<file path="src/hdl/rx_irq_pkg.sv">
// Register map and constants of the receive interrupt mask block
package rx_irq_pkg;
    // ----------------------------------------------------------------
    // Register byte offsets
    // ----------------------------------------------------------------
    localparam logic [11:0] OFS_STATUS_UNMASKED = 12'h0_00;
    localparam logic [11:0] OFS_STATUS_MASKED = 12'h0_04;
    localparam logic [11:0] OFS_ENABLE_SET = 12'h0_08;
    localparam logic [11:0] OFS_ENABLE_CLEAR = 12'h0_0C;
    localparam logic [11:0] OFS_EVENT_STATUS = 12'h0_10;
    localparam logic [11:0] OFS_EVENT_MASK = 12'h0_14;
    // ----------------------------------------------------------------
    // Field layout
    // ----------------------------------------------------------------
    localparam int NUM_CHAN = 8;
    localparam int PACKET_LSB = 0;
    localparam int THRESHOLD_LSB = 8;
    localparam int PULSE_LSB = 16;
    localparam int ENABLE_W = 24;
    localparam int STATUS_W = 16;
    localparam logic [23:0] ENABLE_RESET = 24'h00_0000;
    localparam logic [15:0] STATUS_RESET = 16'h0000;
    localparam logic [31:0] READ_ZERO = 32'h0000_0000;
endpackage

</file>
<file path="src/hdl/rx_channel_interrupt_mask.sv">
// Receive channel interrupt enable, status and APB register slave
//
// Behaviour
// - Masked status 15:8 holds threshold flags, read-only, zero at reset
// - Masked status 7:0 holds packet flags; bits 31:16 reserved
// - Set-register bit 16+n enables channel n pulse interrupt
// - Set-register bit 8+n enables channel n threshold interrupt
// - Set-register bit n enables channel n packet interrupt
// - Set register is write-one-to-set, reads mask, resets zero
// - Clear register has same fields, write-one-to-clear, reads mask
// - A one written to the clear register disables that source
// - Raw status register shows the same flags before masking
//
// Decided for this implementation: the address map and the APB slave port.
`timescale 1ns/1ps
module rx_channel_interrupt_mask
    import rx_irq_pkg::*;
(
    input wire logic pclk,
    input wire logic presetn,
    input wire logic psel,
    input wire logic penable,
    input wire logic pwrite,
    input wire logic [11:0] paddr,
    input wire logic [31:0] pwdata,
    output logic [31:0] prdata,
    output logic pready,
    output logic pslverr,
    input wire logic [7:0] rx_chan_packet_flag,
    input wire logic [7:0] rx_chan_threshold_flag,
    input wire logic [7:0] rx_chan_pulse_event,
    output logic rx_pulse_irq,
    output logic irq
);
    // ----------------------------------------------------------------
    // State
    // ----------------------------------------------------------------
    logic [23:0] enable_r, enable_nxt;
    logic [15:0] raw_r, raw_nxt;
    logic [15:0] evt_r, evt_nxt;
    logic [15:0] evt_mask_r, evt_mask_nxt;
    logic [31:0] prdata_nxt;
    logic pslverr_nxt;
    logic pulse_irq_nxt;
    logic irq_nxt;
    logic [15:0] masked;
    logic [15:0] rise;
    logic wr, rd, acc;

    assign acc = psel && penable && pready;
    assign wr = acc && pwrite;
    assign rd = acc && !pwrite;
    // Status inputs come from logic on pclk, so no synchroniser is needed
    assign masked = raw_r & enable_r[15:0];
    assign rise = raw_nxt & ~raw_r;

    // ----------------------------------------------------------------
    // Next-state logic
    // ----------------------------------------------------------------
    always_comb begin
        enable_nxt = enable_r;
        evt_mask_nxt = evt_mask_r;
        raw_nxt = {rx_chan_threshold_flag, rx_chan_packet_flag};
        if (wr && paddr == OFS_ENABLE_SET) begin
            // Zero bits leave the enable alone
            enable_nxt = enable_r
                | pwdata[ENABLE_W-1:0];
        end else if (wr && paddr == OFS_ENABLE_CLEAR) begin
            enable_nxt = enable_r & ~pwdata[ENABLE_W-1:0];
        end else if (wr && paddr == OFS_EVENT_MASK) begin
            evt_mask_nxt = pwdata[STATUS_W-1:0];
        end
        // Sticky event bits: a new rise wins over the read that clears
        evt_nxt = evt_r;
        if (rd && paddr == OFS_EVENT_STATUS) begin
            evt_nxt = STATUS_RESET;
        end
        evt_nxt = evt_nxt | (rise & enable_r[15:0]);
        pulse_irq_nxt =
            |(rx_chan_pulse_event & enable_nxt[PULSE_LSB+:NUM_CHAN]);
        irq_nxt = |(evt_nxt & evt_mask_nxt);
    end

    // ----------------------------------------------------------------
    // APB read mux and answer
    // ----------------------------------------------------------------
    always_comb begin
        prdata_nxt = READ_ZERO;
        pslverr_nxt = 1'b0;
        if (paddr == OFS_STATUS_UNMASKED) begin
            prdata_nxt = {16'h0000, raw_r};
        end else if (paddr == OFS_STATUS_MASKED) begin
            prdata_nxt = {16'h0000, masked};
        end else if (paddr == OFS_ENABLE_SET) begin
            prdata_nxt = {8'h00, enable_r};
        end else if (paddr == OFS_ENABLE_CLEAR) begin
            prdata_nxt = {8'h00, enable_r};
        end else if (paddr == OFS_EVENT_STATUS) begin
            prdata_nxt = {16'h0000, evt_r};
        end else if (paddr == OFS_EVENT_MASK) begin
            prdata_nxt = {16'h0000, evt_mask_r};
        end else begin
            pslverr_nxt = 1'b1;
        end
        // Writes to read-only words are dropped quietly
        if (pwrite || !(psel && !penable)) begin
            prdata_nxt = prdata;
            pslverr_nxt = (psel && !penable) ? pslverr_nxt : pslverr;
        end
    end

    always_ff @(posedge pclk or negedge presetn) begin
        if (!presetn) begin
            enable_r <= ENABLE_RESET;
            raw_r <= STATUS_RESET;
            evt_r <= STATUS_RESET;
            evt_mask_r <= STATUS_RESET;
            prdata <= READ_ZERO;
            pready <= 1'b0;
            pslverr <= 1'b0;
            rx_pulse_irq <= 1'b0;
            irq <= 1'b0;
        end else begin
            enable_r <= enable_nxt;
            raw_r <= raw_nxt;
            evt_r <= evt_nxt;
            evt_mask_r <= evt_mask_nxt;
            prdata <= prdata_nxt;
            // No wait state: ready rises in the first access cycle
            pready <= psel && !penable;
            pslverr <= pslverr_nxt;
            rx_pulse_irq <= pulse_irq_nxt;
            irq <= irq_nxt;
        end
    end
endmodule

</file>
<file path="config.mk">
export PLATFORM = sky130hd
export DESIGN_NAME = rx_channel_interrupt_mask
export DESIGN_NICKNAME = d
export VERILOG_FILES = /design/src/hdl/rx_irq_pkg.sv /design/src/hdl/rx_channel_interrupt_mask.sv
export SDC_FILE = /design/constraint.sdc
export NUM_CORES = 1
export LEC_CHECK = 0
export BUFFER_PORTS_ARGS = -buffer_cell sky130_fd_sc_hd__buf_4
export CAP_MARGIN = 30
export CORE_UTILIZATION = 55
export CTS_BUF_LIST = sky130_fd_sc_hd__clkbuf_8
export CTS_CLUSTER_SIZE = 8
export DETAILED_ROUTE_END_ITERATION = 8
export PLACE_DENSITY_LB_ADDON = 0.2
export SETUP_SLACK_MARGIN = 0.1
export SLEW_MARGIN = 20
export SYNTH_ARGS = -nofsm -noshare
export SYNTH_HDL_FRONTEND = slang
export SYNTH_SLANG_ARGS = --single-unit
</file>
<file path="constraint.sdc">
create_clock -name pclk -period 2.6 [get_ports pclk]
set_clock_uncertainty 0.1 [all_clocks]
set_input_delay 0.39 -clock pclk [delete_from_list [all_inputs] [get_ports pclk]]
set_output_delay 0.39 -clock pclk [all_outputs]
set_load 0.05 [all_outputs]
</file>
==> run_results.csv, run 1 <==
group,metric,value,unit
timing,setup_violations,0,
timing,slew_violations,0,
timing,rsz0062_at_grt,"no",
floorplan,pin_count,109,
global_route,gr-total-overflow,0,
setup_path,r2r-start,"pready$_DFF_PN0_",
setup_path,critical-path-max-stage-delay,0.47,ns
floorplan,die_area,8150,um^2
synth,ys_async_sr_fraction,1.00,
clock_network,clock_latency,0.36,ns
power,p_leak,2.66,nW
final_layout,fin_nets,575,
floorplan,die_height,90.3,um
power,switching_power,0.879,mW
synth,synth_adder_area_share,0,
clock_network,clockRootBuffer,"clkbuf_8",
synth,synth_most_common_cell,"dfrtp_1",
power,p_sw_frac,0.281,
synth,yosys.area_share.simple,0.124,
synth,synth-xor-area-share,0,
synth,synth_flop_cell,"dfrtp_1",
clock_network,cts_max_level,3,
clock_network,clk_transition_reported_paths,0.10,ns
setup_path,cp_slowest_cell,"a2111oi_1",
setup_path,worstPathMaxFanout,4,
power,p_seq_frac,0.523,
timing,period_share,0.876,
synth,synthTopCellsByArea,"dfrtp_1 58%, a22o_1 5.9%, nand2_1 4.7%",
setup_path,crit_buf_inv,0,
floorplan,core-area,7410,um^2
global_route,top_usage_layer,"met2",
synth,synth_top_family_by_area,"compound AO/OA/AOI/OAI gates",
clock_network,cts_sinks,100,
setup_path,arrival,2.40,ns
global_route,use_met2,0.473,
setup_path,crit_family,"simple AND/OR/NAND/NOR gates",
synth,synth-compound-area-share,0.242,
timing,fmax,0.439,GHz
power,p_int,2.25,mW
power,power.total,3.13,mW
floorplan,row_count,31,
placed_design,place_area,5240,um^2
global_route,antenna_found_initial,0,
final_layout,n_fill_cell,543,
routing,viasPerCell,6.28,
synth,ys_seq_area_frac,0.584,
synth,synth_area_leader_cell,"dfrtp_1",
final_layout,final_cell_area,5460,um^2
global_route,grt_pass1_vias,3763,
setup_path,reg2reg_depth,6,
min_path,hold_path_class,"in -> reg",
min_path,worstHoldStart,"rx_chan_threshold_flag[1]",
placed_design,routabilityCongestion,0.867,
setup_path,worst-r2r-setup-slack,0.32,ns
setup_path,worstSetupStartpointType,"flip-flop",
routing,vias,3808,
final_layout,antenna_cells,0,
clock_network,cts.repair.resized,0,
synth,synth-edff-count,0,
final_layout,drive_above_1_share,0.298,
power,power_density,573,nW/um^2
synth,yosys-top-cells-count,"100 x dfrtp_1, 54 x nand2_1, 29 x a22o_1",
global_route,grt_util_all_layers,0.298,
timing,min_period,2.28,ns
routing,drtPass1Iterations,5,
synth,synth_top_area_frac,0.584,
setup_path,worstSetupPathType,"reg -> reg",
outcome,status,"finished clean",
timing,hold_viol_final,0,
job,max_cap_viol_count,0,
global_route,grt_use_met1,0.399,
min_path,holdPathStages,1,
routing,wl_per_cell,19.1,um
power,ir_worst_vdd,0.000365,V
placed_design,place.port_buffers,92,
synth,synthCells,389,
synth,ys_types,38,
routing,drt_iter0_markers,359,
setup_path,cp-end-kind,"flip-flop",
final_layout,register_area,2500,um^2
synth,synth_warnings,0,
setup_path,worst_r2r_endpoint,"irq$_DFF_PN0_",
global_route,grt_max_degree,50,
routing,postRouteAntennaNets,0,
clock_network,cts_buffers,9,
power,comb_power_share,0.146,
routing,drc,0,
global_route,grtUsageMet3,0.0665,
synth,syn_area,4290,um^2
placed_design,hpwl,8180,um
routing,wl,11600,um
synth,avgSynthCellArea,11.0,um^2
clock_network,max-clock-path-buffers,2,
setup_path,crit_required,2.72,ns
power,clock_power_share,0.331,
global_route,grt_pass1_wl,18700,um
synth,synthMuxAreaShare,0.0105,
final_layout,area_growth,27.3,%
final_layout,multiInputGateArea,1650,um^2
setup_path,path_cells,"nand3_1 -> or3_4 -> or2_4 -> a32o_2 -> a2111oi_1 -> nand4_1",
min_path,min_to,"raw_r[9]$_DFF_PN0_",
floorplan,start_util,0.579,
floorplan,fp.dieW,90.3,um
synth,ys_ff_latch,100,
clock_network,cts_tree,"yes",
placed cells by master (no fill, tap or decap), types with 2 or more instances in the layout:
cell type	Yosys	routed
inv_1	7	7
a222oi_1	16	16
a22oi_1	17	17
a211oi_1	2	2
buf_12	0	2
a21oi_1	19	19
nand3b_1	13	13
dfrtp_1	100	100
buf_4	8	120
nand2_1	54	54
a21o_1	3	3
a32o_2	3	3
inv_6	0	3
a21boi_0	3	3
nand4_1	3	3
nand3_1	15	15
and4_2	2	2
nor2_1	9	9
clkbuf_8	0	10
conb_1	1	8
o311a_1	2	2
o21ai_0	24	24
nor3_1	3	2
o22ai_1	16	16
a2111oi_1	4	4
mux2_2	4	4
a22o_1	29	29
sequential cells by signal (all words and copies together), names as in the netlist, 16 cells and up:
name	flops
enable_r	24
prdata	24
evt_mask_r	16
evt_r	16
raw_r	16
cell type report:
type / count / area share
Clock inverter: 6 / 0.0126
Inverter: 7 / 0.00481
Sequential cell: 100 / 0.458
Timing Repair Buffer: 123 / 0.174
Multi-Input combinational cell: 261 / 0.302
Tap cell: 99 / 0.0227
Clock buffer: 10 / 0.0252
what timing repair did:
item                                    CTS  global route
setup buffers                             0             0
hold endpoints to repair                 24             0
endpoints found under the setup margin    0             0
hold buffers                              1             0
power by group through the flow:
stage / clock [mW] / combinational (mW) / sequential (mW)
2_1_floorplan: 0 / 0.102 / 1.81
3_3_place_gp: 0 / 0.450 / 1.67
3_5_place_dp: 0 / 0.458 / 1.67
4_1_cts: 1.05 / 0.460 / 1.64
5_1_grt: 1.11 / 0.482 / 1.64
6_report: 1.03 / 0.458 / 1.64
cells by family after synthesis:
| group | Yosys count |
|---|---|
| AO/OA/AOI/OAI | 141 |
| AND/OR/NAND/NOR | 108 |
| flip-flops | 100 |
| buffers and inverters | 35 |
| multiplexers | 4 |
| other | 1 |
worst register-to-register path, delay by kind of cell (launching register included):
| kind | cells | cell delay, ns |
|---|---|---|
| AND/OR/NAND/NOR | 4 | 0.94 |
| AO/OA/AOI/OAI | 2 | 0.71 |
| flip-flops | 1 | 0.38 |
stage by stage:
step,hold slack [ns],setup TNS (ns),util,std cells,setup WS (ns)
2_1_floorplan,-0.00559,0,-,396,0.200
3_3_place_gp,0.222,-0.0148,0.708,589,-0.0148
3_5_place_dp,0.222,-0.0213,0.708,589,-0.0213
4_1_cts,0.0254,0,0.737,606,0.335
5_1_grt,0.0105,0,0.737,606,0.194
6_report,0.0333,0,0.737,606,0.324
worst max-delay path by stage:
stage / from / end / cells past startpoint / slack, ns
floorplan: pready$_DFF_PN0_ / irq$_DFF_PN0_ / 7 / 0.20
global placement: paddr[3] / irq$_DFF_PN0_ / 7 / -0.01
detailed placement: paddr[3] / irq$_DFF_PN0_ / 7 / -0.02
CTS: pready$_DFF_PN0_ / irq$_DFF_PN0_ / 6 / 0.34
global route: pready$_DFF_PN0_ / irq$_DFF_PN0_ / 7 / 0.19
finish: pready$_DFF_PN0_ / irq$_DFF_PN0_ / 6 / 0.32
layer usage:
metal | up-vias | wire length, um
met5 | - | 0
met1 | 1891 | 4810
li1 | 1705 | -
met4 | 0 | 259
met2 | 191 | 5720
met3 | 21 | 779
No activity file was read; power rests on OpenSTA's default activity.
==> run 2, diff against run 1 <==
--- a/config.mk
+++ b/config.mk
@@ -7,6 +7,7 @@
 export LEC_CHECK = 0
 export BUFFER_PORTS_ARGS = -buffer_cell sky130_fd_sc_hd__buf_4
 export CAP_MARGIN = 30
+export CORE_ASPECT_RATIO = 1.25
 export CORE_UTILIZATION = 55
 export CTS_BUF_LIST = sky130_fd_sc_hd__clkbuf_8
 export CTS_CLUSTER_SIZE = 8
==> constraint.sdc (replaced) <==
create_clock -name pclk -period 2.6 [get_ports pclk]
set_clock_uncertainty 0.1 [all_clocks]
set_input_delay 0.39 -clock pclk [delete_from_list [all_inputs] [get_ports pclk]]
set_output_delay 0.39 -clock pclk [all_outputs]
set_load 0.005 [all_outputs]
==> run 2 against run 1 <==
  * Clock-buffer cell count stayed put
  * Largest power group unchanged
  * Die area barely moved
  * Register-to-register slack improved by 0.09 ns
==> run_results.csv, run 2 (synthesis results as in run 1) <==
group,metric,value,unit
outcome,status,"finished clean",
timing,setup_violations,0,
power,comb_power_share,0.102,
setup_path,cp-end-kind,"flip-flop",
power,p_seq_frac,0.579,
timing,max-slew-margin-rel,0.571,
clock_network,max-clock-path-buffers,2,
min_path,hold_path_class,"in -> reg",
floorplan,row_count,35,
final_layout,drive_above_1_share,0.282,
placed_design,hpwl,7860,um
global_route,grt_max_degree,52,
setup_path,worst_r2r_endpoint,"irq$_DFF_PN0_",
setup_path,r2r-start,"pready$_DFF_PN0_",
routing,viasPerCell,6.39,
final_layout,instances_no_fill,588,
routing,wl,11500,um
global_route,grt_util_all_layers,0.302,
setup_path,worst-r2r-setup-slack,0.41,ns
placed_design,place_area,5160,um^2
routing,drt_iter0_markers,435,
placed_design,routabilityCongestion,0.800,
final_layout,largestRegisters,"enable_r: 24 flops, prdata: 24 flops",
timing,slew_violations,0,
routing,postRouteAntennaNets,0,
final_layout,fin_nets,565,
floorplan,die_height,101,um
job,max_cap_viol_count,0,
power,ir_worst_vdd,0.000354,V
global_route,gr-total-overflow,0,
floorplan,pin_count,109,
floorplan,fp.dieW,81.0,um
setup_path,arrival,2.38,ns
clock_network,cts_tree,"yes",
setup_path,worstSetupPathType,"in -> reg",
placed_design,placedCellCount,572,
final_layout,post-route-util,0.718,
clock_network,cts.repair.resized,0,
timing,hold_viol_final,0,
clock_network,cts_setup_buffers,0,
timing,rsz0062_at_grt,"no",
min_path,min_to,"raw_r[8]$_DFF_PN0_",
setup_path,worstSetupStartpointType,"input port",
clock_network,cts_max_level,3,
routing,wl_per_cell,19.5,um
setup_path,reg2reg_depth,6,
timing,min_period,2.24,ns
global_route,grt_pass1_vias,3693,
setup_path,worstPathMaxFanout,15,
timing,worst_pin_slew,0.644,ns
clock_network,clk_transition_reported_paths,0.10,ns
clock_network,clockRootBuffer,"clkbuf_8",
clock_network,cts_sinks,100,
final_layout,antenna_cells,0,
power,p_sw_frac,0.246,
power,p_int,2.13,mW
floorplan,core-area,7440,um^2
final_layout,final_cell_area,5340,um^2
clock_network,cts_buffers,9,
power,switching_power,0.695,mW
routing,drc,0,
final_layout,final_cell_mix,"110 x buf_4, 100 x dfrtp_1, 54 x nand2_1",
routing,vias,3759,
min_path,worstHoldStart,"rx_chan_threshold_flag[0]",
global_route,grt_pass1_wl,18100,um
clock_network,clock_latency,0.37,ns
timing,period_share,0.863,
floorplan,start_util,0.576,
final_layout,final_common_cell,"buf_4",
min_path,holdPathStages,1,
power,clock_power_share,0.320,
global_route,antenna_found_initial,0,
setup_path,crit_required,2.73,ns
floorplan,die_area,8150,um^2
placed_design,place.port_buffers,92,
power,power_density,530,nW/um^2
routing,drtPass1Iterations,5,
power,p_leak,2.59,nW
timing,fmax,0.446,GHz
final_layout,area_growth,24.6,%
[run 2: changes by cell type in the layout (fill, tap and decap cells not counted)]
cell / before / now
buf_4: 120 / 110
bufinv_16: 1 / 0
inv_6: 3 / 1
clkinvlp_4: 1 / 3
[run 2: stage by stage]
step / TNS, ns / worst slack, ns / hold slack [ns] / total power, mW
after floorplan: 0 / 0.304 / -0.00559 / 1.75
after global placement: 0 / 0.0313 / 0.351 / 1.94
after detailed placement: -0.0170 / -0.0170 / 0.361 / 1.96
after CTS: 0 / 0.365 / 0.0269 / 2.84
after global routing: 0 / 0.169 / 0.00780 / 2.94
final: 0 / 0.357 / 0.0250 / 2.83
[run 2: worst max-delay path: stages]
cell       delay [ns]
buf_4            0.10
nor4_1           0.41
nand3_1          0.25
buf_4            0.25
o21ai_0          0.27
a22oi_1          0.15
a2111oi_1        0.41
nand4_1          0.13
[run 2: timing repair]
| action | CTS | global route |
|---|---|---|
| endpoints found under the hold margin | 49 | 0 |
| hold buffers | 1 | 0 |
| endpoints found under the setup margin | 0 | 0 |
[run 2: how the worst max path moves through the flow]
stage / startpoint / to / slack (ns) / depth (start not counted)
finish: paddr[11] / irq$_DFF_PN0_ / 0.36 / 8
global route: paddr[11] / irq$_DFF_PN0_ / 0.17 / 8
CTS: paddr[3] / irq$_DFF_PN0_ / 0.36 / 7
detailed placement: paddr[3] / irq$_DFF_PN0_ / -0.02 / 7
global placement: paddr[3] / irq$_DFF_PN0_ / 0.03 / 7
floorplan: paddr[3] / irq$_DFF_PN0_ / 0.30 / 6
[run 2: power by group through the flow]
stage	logic (mW)	clock network [mW]	registers [mW]
after global placement	0.279	0	1.66
after global routing	0.318	0.981	1.64
after floorplan	0.0788	0	1.67
after CTS	0.290	0.912	1.64
final	0.287	0.904	1.64
after detailed placement	0.287	0	1.67
[run 2: area by class of cell]
type                       instances  area, um^2
tap                               92         115
inverter                           7        26.3
multi-input combinational        261        1650
clock inverter                     5        36.3
fill                             556        2100
sequential                       100        2500
timing repair buffer             113         876
clock buffer                      10         138
[run 2: metal layers]
layer  vias to the layer above  part of all wire  global-route usage
li1                       1673                 -                   -
met3                        21             0.074              0.0760
met4                         0             0.015              0.0865
met1                      1870              0.40               0.393
met2                       195              0.51               0.496
met5                         -                 0                   0
